<file path="config.mk">
export PLATFORM = sky130hd
export DESIGN_NAME = ecc_classifier
export DESIGN_NICKNAME = d
export VERILOG_FILES = /design/src/logic/ecc_pkg.sv /design/src/logic/ecc_code_decode.sv /design/src/logic/ecc_login_resolve.sv /design/src/logic/ecc_classifier.sv
export SDC_FILE = /design/constraint.sdc
export NUM_CORES = 1
export LEC_CHECK = 0
export BUFFER_PORTS_ARGS = -buffer_cell sky130_fd_sc_hd__buf_2
export CORE_MARGIN = 3
export CORE_UTILIZATION = 55
export CTS_CLUSTER_DIAMETER = 30
export DETAILED_ROUTE_END_ITERATION = 7
export GPL_TIMING_DRIVEN = 0
export HOLD_SLACK_MARGIN = 0.15
export PLACE_DENSITY_LB_ADDON = 0.25
export SLEW_MARGIN = 20
export SYNTH_ARGS = -nofsm -noshare
export SYNTH_HDL_FRONTEND = slang
export SYNTH_SLANG_ARGS = --single-unit
</file>
<file path="constraint.sdc">
create_clock -name clock -period 6.37 [get_ports clock]
set_clock_uncertainty 0.15 [all_clocks]
set_input_delay 0.637 -clock clock [delete_from_list [all_inputs] [get_ports clock]]
set_output_delay 0.637 -clock clock [all_outputs]
set_load 0.005 [all_outputs]
</file>
<file path="src/logic/ecc_pkg.sv">
// command codes, login classes and actions for the link service classifier
package ecc_pkg;
  localparam logic [7:0] CMD_DIAG_REG = 8'h19;
  localparam logic [7:0] CMD_LEGACY_RSVD = 8'h14;
  localparam logic [7:0] CMD_PROC_LOGIN = 8'h20;
  localparam logic [7:0] CMD_PROC_LOGOUT = 8'h21;
  localparam logic [7:0] CMD_PROC_TEST = 8'h23;
  localparam logic [7:0] CMD_TP_LOGOUT = 8'h24;
  localparam logic [7:0] CMD_NPORT_DISC = 8'h50;
  localparam logic [7:0] CMD_FPORT_DISC = 8'h51;
  localparam logic [7:0] CMD_ADDR_DISC = 8'h52;
  localparam logic [7:0] CMD_BUF_REPORT = 8'h58;
  localparam logic [7:0] CMD_ADDR_NOTIFY = 8'h60;
  localparam logic [7:0] CMD_STATE_NOTIFY = 8'h61;
  localparam logic [7:0] CMD_STATE_REG = 8'h62;
  localparam logic [7:0] CMD_ULP_REPORT = 8'h63;
  localparam logic [7:0] CMD_CLK_REQ = 8'h68;
  localparam logic [7:0] CMD_CLK_UPD = 8'h69;
  localparam logic [7:0] CMD_LOOP_INIT = 8'h70;
  localparam logic [7:0] CMD_LOOP_CTRL_OLD = 8'h71;
  localparam logic [7:0] CMD_LOOP_STATUS = 8'h72;
  localparam logic [7:0] CMD_VENDOR = 8'h77;
  localparam logic [7:0] CMD_NODE_ID = 8'h78;
  localparam logic [7:0] CMD_INC_FIRST = 8'h79;
  localparam logic [7:0] CMD_INC_LAST = 8'h7d;
  localparam logic [7:0] CMD_SEC_QUERY = 8'h7e;
  localparam logic [7:0] CMD_VFAB_PARAM = 8'h7f;
  localparam logic [7:0] CMD_KEEP_ALIVE = 8'h80;
  localparam logic [7:0] CMD_CABLE_BEACON = 8'h81;
  localparam logic [7:0] CMD_AUTH = 8'h90;
  localparam logic [7:0] CMD_FAB_CHANGE = 8'h97;
  localparam logic [7:0] CMD_TOPO_FIRST = 8'ha0;
  localparam logic [7:0] CMD_TOPO_LAST = 8'ha6;
  localparam logic [7:0] CMD_PRIO_QUERY = 8'hb0;
  localparam logic [7:0] CMD_VE_MAP = 8'hb1;
  localparam logic [23:0] FABRIC_CTRL_ID = 24'hfffffd;
  localparam logic [23:0] FPORT_CTRL_ID = 24'hfffffe;
  localparam int CODE_MSB = 31;
  localparam int CODE_LSB = 24;

  typedef enum logic [2:0] {
    LG_NO = 3'h0,
    LG_YES = 3'h1,
    LG_NA = 3'h2,
    LG_COND = 3'h3,
    LG_EXT = 3'h4,
    LG_NO_FAB = 3'h5
  } ecc_login_t;

  typedef enum logic [2:0] {
    ACT_NONE = 3'h0,
    ACT_DISPATCH = 3'h1,
    ACT_ABORT = 3'h2,
    ACT_LOGO_RJT = 3'h3,
    ACT_DISCARD = 3'h4,
    ACT_UNRECOG = 3'h5
  } ecc_action_t;

  typedef enum logic [0:0] {
    ST_IDLE = 1'b0,
    ST_COLLECT = 1'b1
  } ecc_state_t;
endpackage

</file>
<file path="src/logic/ecc_code_decode.sv">
// command code lookup: known, login class, payload format
module ecc_code_decode (
  // code in
  input wire logic [7:0] code,
  // classification out
  output logic known,
  output ecc_pkg::ecc_login_t loginCls,
  output logic tlv,
  output logic obsolete,
  output logic vendor
);
  always_comb begin
    known = 1'b1;
    loginCls = ecc_pkg::LG_NO;
    tlv = 1'b0;
    obsolete = 1'b0;
    vendor = 1'b0;
    unique case (code)
      ecc_pkg::CMD_DIAG_REG: begin
        loginCls = ecc_pkg::LG_NO_FAB;
        tlv = 1'b1;
      end
      ecc_pkg::CMD_PROC_LOGIN, ecc_pkg::CMD_PROC_LOGOUT, ecc_pkg::CMD_PROC_TEST,
      ecc_pkg::CMD_TP_LOGOUT: loginCls = ecc_pkg::LG_YES;
      ecc_pkg::CMD_NPORT_DISC, ecc_pkg::CMD_FPORT_DISC,
      ecc_pkg::CMD_ADDR_DISC: loginCls = ecc_pkg::LG_YES;
      ecc_pkg::CMD_BUF_REPORT, ecc_pkg::CMD_ULP_REPORT: loginCls = ecc_pkg::LG_YES;
      ecc_pkg::CMD_ADDR_NOTIFY, ecc_pkg::CMD_STATE_NOTIFY, ecc_pkg::CMD_STATE_REG,
      ecc_pkg::CMD_CLK_REQ, ecc_pkg::CMD_CLK_UPD: loginCls = ecc_pkg::LG_NO;
      ecc_pkg::CMD_LOOP_INIT, ecc_pkg::CMD_LOOP_STATUS: loginCls = ecc_pkg::LG_NO;
      ecc_pkg::CMD_LOOP_CTRL_OLD: obsolete = 1'b1;
      ecc_pkg::CMD_VENDOR: begin
        loginCls = ecc_pkg::LG_NA;
        vendor = 1'b1;
      end
      ecc_pkg::CMD_NODE_ID: loginCls = ecc_pkg::LG_NO;
      ecc_pkg::CMD_SEC_QUERY, ecc_pkg::CMD_KEEP_ALIVE, ecc_pkg::CMD_CABLE_BEACON,
      ecc_pkg::CMD_FAB_CHANGE: loginCls = ecc_pkg::LG_NO;
      ecc_pkg::CMD_VFAB_PARAM: loginCls = ecc_pkg::LG_NA;
      ecc_pkg::CMD_AUTH: loginCls = ecc_pkg::LG_EXT;
      ecc_pkg::CMD_PRIO_QUERY: tlv = 1'b1;
      ecc_pkg::CMD_VE_MAP: begin
        loginCls = ecc_pkg::LG_COND;
        tlv = 1'b1;
      end
      default: begin
        if (code >= ecc_pkg::CMD_INC_FIRST && code <= ecc_pkg::CMD_INC_LAST) begin
          loginCls = ecc_pkg::LG_YES;
        end else if (code >= ecc_pkg::CMD_TOPO_FIRST && code <= ecc_pkg::CMD_TOPO_LAST) begin
          loginCls = ecc_pkg::LG_YES;
        end else begin
          // the legacy code falls here too and is never assigned
          known = 1'b0;
        end
      end
    endcase
  end
endmodule // ecc_code_decode

</file>
<file path="src/logic/ecc_login_resolve.sv">
// resolves login need and login standing from class and addresses
module ecc_login_resolve #(
  parameter int RX_SIZE_W = 12
) (
  // command and addressing
  input wire ecc_pkg::ecc_login_t loginCls,
  input wire logic [23:0] srcId,
  input wire logic [23:0] dstId,
  // login state
  input wire logic srcLoggedIn,
  input wire logic fabricLoggedIn,
  input wire logic authNeedsLogin,
  input wire logic [RX_SIZE_W-1:0] portRxSize,
  input wire logic [RX_SIZE_W-1:0] fabricRxSize,
  // verdict
  output logic needLogin,
  output logic loggedOk,
  output logic implicitLogin,
  output logic [RX_SIZE_W-1:0] rxSize
);
  logic fabricAddr;

  assign fabricAddr = (srcId == ecc_pkg::FABRIC_CTRL_ID) || (dstId == ecc_pkg::FABRIC_CTRL_ID);
  // for the conditional class, only an F_Port controller destination waives login
  assign needLogin = (loginCls == ecc_pkg::LG_YES)
    || ((loginCls == ecc_pkg::LG_COND) && (dstId != ecc_pkg::FPORT_CTRL_ID))
    || ((loginCls == ecc_pkg::LG_EXT) && authNeedsLogin);
  assign implicitLogin = (loginCls == ecc_pkg::LG_NO_FAB) && fabricAddr && fabricLoggedIn;
  assign loggedOk = srcLoggedIn || implicitLogin;
  assign rxSize = implicitLogin ? fabricRxSize : portRxSize;
endmodule // ecc_login_resolve

</file>
<file path="src/logic/ecc_classifier.sv">
// link service request classifier: code decode, login check, initiative check
// Contract
// - command code comes from payload word zero
// - process login group needs login, non-TLV
// - discovery commands need login, non-TLV
// - buffer and type reports need login
// - notifications and clock sync need no login
// - loop init/status no login; obsolete; vendor
// - node id free; incident group needs login
// - misc free; fabric params n/a; auth external
// - topology map commands need login, non-TLV
// - 19h, B0h, B1h are TLV commands
// - conditional login waived for F_Port controller
// - fabric login implies port login for 19h to or from the fabric controller
// - code 14h stays reserved forever
// - no initiative handover aborts exchange
// - unlogged sender: logout/reject, else discard
module ecc_classifier #(
  parameter int RX_SIZE_W = 12
) (
  // clock and reset
  input wire logic clock,
  input wire logic sys_rst,
  // request words from the framing layer
  input wire logic wordValid,
  input wire logic [31:0] wordData,
  input wire logic firstWord,
  input wire logic seqEnd,
  input wire logic siXfer,
  input wire logic [23:0] srcId,
  input wire logic [23:0] dstId,
  input wire logic replyDefined,
  // login state of the sender
  input wire logic srcLoggedIn,
  input wire logic fabricLoggedIn,
  input wire logic authNeedsLogin,
  input wire logic [RX_SIZE_W-1:0] portRxSize,
  input wire logic [RX_SIZE_W-1:0] fabricRxSize,
  // classification result
  output logic resValid,
  output logic [7:0] resCode,
  output logic resKnown,
  output logic resNeedLogin,
  output logic resTlv,
  output logic resObsolete,
  output logic resVendor,
  output logic resImplicit,
  output logic [RX_SIZE_W-1:0] resRxSize,
  output ecc_pkg::ecc_action_t resAction,
  output logic busy
);
  typedef struct packed {
    ecc_pkg::ecc_state_t st;
    logic [7:0] code;
    logic [23:0] src;
    logic [23:0] dst;
    logic valid;
    logic [7:0] outCode;
    logic known;
    logic needLogin;
    logic tlv;
    logic obsolete;
    logic vendor;
    logic implicitLogin;
    logic [RX_SIZE_W-1:0] rxSize;
    ecc_pkg::ecc_action_t action;
  } ecc_regs_t;

  ecc_regs_t cur_ff;
  ecc_regs_t nxt_cur;
  logic [7:0] liveCode;
  logic [23:0] liveSrc;
  logic [23:0] liveDst;
  logic seqDone;
  logic decKnown;
  ecc_pkg::ecc_login_t decLogin;
  logic decTlv;
  logic decObsolete;
  logic decVendor;
  logic needLogin;
  logic loggedOk;
  logic implicitLogin;
  logic [RX_SIZE_W-1:0] rxSize;

  // the first word carries the code; later words reuse the held copy
  assign liveCode = firstWord ? wordData[ecc_pkg::CODE_MSB:ecc_pkg::CODE_LSB] : cur_ff.code;
  assign liveSrc = firstWord ? srcId : cur_ff.src;
  assign liveDst = firstWord ? dstId : cur_ff.dst;
  assign seqDone = wordValid && seqEnd && (firstWord || (cur_ff.st == ecc_pkg::ST_COLLECT));

  ecc_code_decode i_ecc_code_decode (
    .code(liveCode),
    .known(decKnown),
    .loginCls(decLogin),
    .tlv(decTlv),
    .obsolete(decObsolete),
    .vendor(decVendor)
  );

  ecc_login_resolve #(
    .RX_SIZE_W(RX_SIZE_W)
  ) i_ecc_login_resolve (
    .loginCls(decLogin),
    .srcId(liveSrc),
    .dstId(liveDst),
    .srcLoggedIn(srcLoggedIn),
    .fabricLoggedIn(fabricLoggedIn),
    .authNeedsLogin(authNeedsLogin),
    .portRxSize(portRxSize),
    .fabricRxSize(fabricRxSize),
    .needLogin(needLogin),
    .loggedOk(loggedOk),
    .implicitLogin(implicitLogin),
    .rxSize(rxSize)
  );

  always_comb begin
    nxt_cur = cur_ff;
    nxt_cur.valid = 1'b0;
    if (wordValid && firstWord) begin
      // a fresh first word restarts, dropping any unfinished sequence
      nxt_cur.st = ecc_pkg::ST_COLLECT;
      nxt_cur.code = liveCode;
      nxt_cur.src = srcId;
      nxt_cur.dst = dstId;
    end
    if (seqDone) begin
      nxt_cur.st = ecc_pkg::ST_IDLE;
      nxt_cur.valid = 1'b1;
      nxt_cur.outCode = liveCode;
      nxt_cur.known = decKnown;
      nxt_cur.needLogin = decKnown && needLogin;
      nxt_cur.tlv = decKnown && decTlv;
      nxt_cur.obsolete = decObsolete;
      nxt_cur.vendor = decVendor;
      nxt_cur.implicitLogin = decKnown && implicitLogin;
      nxt_cur.rxSize = rxSize;
      // initiative check wins over everything: no reply can be sent anyway
      if (!siXfer) begin
        nxt_cur.action = ecc_pkg::ACT_ABORT;
      end else if (!decKnown) begin
        nxt_cur.action = ecc_pkg::ACT_UNRECOG;
      end else if (needLogin && !loggedOk) begin
        nxt_cur.action = replyDefined ? ecc_pkg::ACT_LOGO_RJT : ecc_pkg::ACT_DISCARD;
      end else begin
        nxt_cur.action = ecc_pkg::ACT_DISPATCH;
      end
    end
  end

  always_ff @(posedge clock or posedge sys_rst) begin
    if (sys_rst) begin
      cur_ff <= '0;
    end else begin
      cur_ff <= nxt_cur;
    end
  end

  assign resValid = cur_ff.valid;
  assign resCode = cur_ff.outCode;
  assign resKnown = cur_ff.known;
  assign resNeedLogin = cur_ff.needLogin;
  assign resTlv = cur_ff.tlv;
  assign resObsolete = cur_ff.obsolete;
  assign resVendor = cur_ff.vendor;
  assign resImplicit = cur_ff.implicitLogin;
  assign resRxSize = cur_ff.rxSize;
  assign resAction = cur_ff.action;
  assign busy = (cur_ff.st == ecc_pkg::ST_COLLECT);
endmodule // ecc_classifier

</file>
==> impl_results.md <==
* Data required, critical path at 6.46 ns
* Ys flop type: dfrtp_1
* Final wirelength at 10860 microns
* Slew headroom at 43.97%
* Number of routed nets with antenna violations at 0
* Layout Cells excl Fill at 654
* Post-DP Area at 5261 sq um
* WHS at 0.2205 ns
* Worst-margin pin slew at 0.8170 ns
* IO Pins at 145
* Leak pwr at 2.575 nW
* Worst Path Arrival at 3.25 ns
* Fin. max-slew vios at 0
* Die width at 96.61 microns
* Final #Nets at 661
* Flop pwr share at 50.4%
* Synth unique cells at 64
* Reg area at 2177 sq um
* Post-cts repair resize count at 0
* Max Cap Viol at 0
* R2r worst-path depth at 8
* Cell internal pwr at 0.0009528 W
* Hold_buf cts at 0
* FP Rows at 32
* Sequential share of the synthesized area at 48.21%
* Area of the core at 7848 sq um
* Psw at 0.0004111 W
* Critical Path Fanout Max at 10
* Gate Count Post-Synth at 416
* Final Hold Viols at 0
* Clock share of power at 26.7%
* Worst Setup Start Kind: input pin
* Switching power share of the total at 30.14%
* Area Growth Syn to Fin at 20.56%
* Worst skew pair latency at 0.35 ns
* Antenna violations before repair at 0
* DIE AREA at 9333 sq um
* Vias at 3730
* # setup viols final at 0
* Share of cells above drive strength 1 at 41.30%
* Yosys Warn Count at 0
* Logic pwr share at 22.8%
* Worst slack, placed at 2.904 ns
* Routability congestion estimate at 0.8879
* Iteration-0 DRC Markers at 143
* EDFF count, synth at 0
* Worst vdd ir at 0.0002060 V
* Setup tns final at 0 ns
* Inserted Clock Buffers at 9
* RSZ-0062 raised after global routing: false
* Asr flop ratio synth at 100.0%
* Root Buffer: clkbuf_8
* WS Path Type: in -> reg
* H-tree Lvls at 3
* PortBufs at 119
* Number of diodes at 0
* Setup ws final at 3.214 ns
* Area of the multi-input gates at 2051 sq um
* Clk pin slew, worst setup/hold paths at 0.09 ns
* HPWL after DPL at 8349 microns
* TritonRoute pass-1 iters at 5
* Cell area after synthesis at 4516 sq um
* Maximum clock frequency at 0.3168 GHz
* R2r startpoint: cur_ff[83]$_DFFE_PP0P_
* Initial Util at 57.54%
* DP Cell Count at 638
* Total global routing track utilization at 23.54%
* Longest Clk Path Bufs at 2
* Final critical-path share of the clock period at 49.55%
* Fill cells at 624
* Run status: finished, final reports clean
* Vias in the first global route at 3772
* Worst Hold Class: in -> async
* Largest net degree at the start of global routing at 50
* Post-Syn Nets at 530
* First-pass GRT wire length at 18150 microns
* Via-per-instance ratio at 5.703
* Post-CTS Setup Inserts at 0
* Power Density at 250.5 nW/um^2
* Final instance area at 5444 sq um
* R2R Setup Slk at 3.31 ns
* Crit end category: register
* Min Tclk post-route at 3.156 ns
* RR Endpoint: resRxSize[2]$_DFFE_PP0P_
* Grt total ovfl at 0
* Yosys reg bits at 87
* Clk sinks at 87
* Routed WL per cell at 16.61 microns
* Die Height at 96.61 microns
* Post-route DRC at 0
* Syn Area/Cell at 10.85 sq um
* CTS tree: done
[cells in the final DEF, fill, tap and decap left out, types with 8 or more instances in the layout]
cell,Yosys,layout
mux2_2,57,57
clkbuf_8,0,9
mux2i_1,19,19
o21ai_0,23,23
dfrtp_1,87,87
clkbuf_1,11,12
nand2_1,47,47
o21ai_1,8,8
nor2_1,15,15
buf_4,23,23
nand3_1,10,10
buf_2,2,121
nand4_1,16,16
[area by class of cell]
cell class	instances	area share, %
Clock inverter	6	1.011
Sequential cell	87	39.99
Multi-Input combinational cell	283	37.67
Buffer	40	4.872
Tap cell	102	2.344
Inverter	6	0.4597
Clock buffer	10	2.344
Timing Repair Buffer	120	11.31
[stage by stage]
| stage | power, W | util, % |
|---|---|---|
| 2_1_floorplan | 0.0008884 | - |
| 3_3_place_gp | 0.0009979 | 66.76 |
| 3_5_place_dp | 0.001011 | 67.04 |
| 4_1_cts | 0.001367 | 69.37 |
| 5_1_grt | 0.001439 | 69.37 |
| 6_report | 0.001364 | 69.37 |
[worst max-delay path: stages]
cell and delay [ns]:
buf_6 0.11, buf_8 0.14, mux2i_1 0.69, o21ai_1 0.24
o32ai_1 0.43, nand2_1 0.10, nor4_1 0.48, o211ai_1 0.21
a22o_1 0.21
[kinds of logic after synthesis]
kind of cell	synth area share, %
and+or+nand+nor	14.58
buffers and inverters	6.373
AOI/OAI and AO/OA	11.91
muxes	18.92
DFF	48.21
[power groups by stage]
| stage | combinational, W | sequential (W) | clock [W] |
|---|---|---|---|
| 2_1_floorplan | 0.000204 | 0.000685 | 0 |
| 3_3_place_gp | 0.000305 | 0.000693 | 0 |
| 3_5_place_dp | 0.000312 | 0.000699 | 0 |
| 4_1_cts | 0.000313 | 0.000688 | 0.000366 |
| 5_1_grt | 0.000346 | 0.000700 | 0.000392 |
| 6_report | 0.000311 | 0.000688 | 0.000365 |
[Yosys cell counts, drive strengths merged, types with 2 or more instances]
cell    number  share of area [%]
a31oi        6               0.83
nor2        15                1.2
clkbuf      11               0.91
o21a         3               0.50
o31ai        2               0.33
nand2b       4               0.55
nor4         6               0.83
nand3b       3               0.50
mux2i       20                4.7
nand3       10                1.1
o22ai        4               0.55
nand4       16                2.2
nor3b        5               0.94
and3b        2               0.39
dfrtp       87                 48
inv          5               0.42
a211oi       3               0.50
nor3         7               0.89
nand2       47                3.9
o211ai       3               0.50
o21ai       32                3.6
mux2        57                 14
a22oi        2               0.33
a21oi        7               0.78
buf         29                5.0
[per-layer routing]
layer | global-route usage (%) | vias to the layer above | part of all wire [%]
met1 | 30.99 | 1777 | 42
met5 | 0 | - | 0
met4 | 6.156 | 0 | 1.6
li1 | - | 1780 | -
met3 | 6.633 | 18 | 7.7
met2 | 38.48 | 155 | 48
[state kept, by name, summed over array words and instances (netlist names)]
name / cells
cur_ff: 56
resRxSize: 12
resCode: 8
resAction: 3
busy: 1
resImplicit: 1
resKnown: 1
resNeedLogin: 1
resObsolete: 1
resTlv: 1
resValid: 1
resVendor: 1
[how the worst max path moves through the flow]
| stage | from | to | slack [ns] | cells after the start |
|---|---|---|---|---|
| 2_1_floorplan | sys_rst | busy$_DFFE_PP0P_ | 3.33 | 1 |
| 3_3_place_gp | sys_rst | resRxSize[11]$_DFFE_PP0P_ | 2.39 | 2 |
| 3_5_place_dp | firstWord | resRxSize[2]$_DFFE_PP0P_ | 2.90 | 9 |
| 4_1_cts | firstWord | resRxSize[2]$_DFFE_PP0P_ | 3.28 | 9 |
| 5_1_grt | firstWord | resAction[0]$_DFFE_PP0P_ | 3.06 | 9 |
| 6_report | firstWord | resAction[0]$_DFFE_PP0P_ | 3.21 | 9 |
Note: power is estimated with default switching activity, not from simulation.
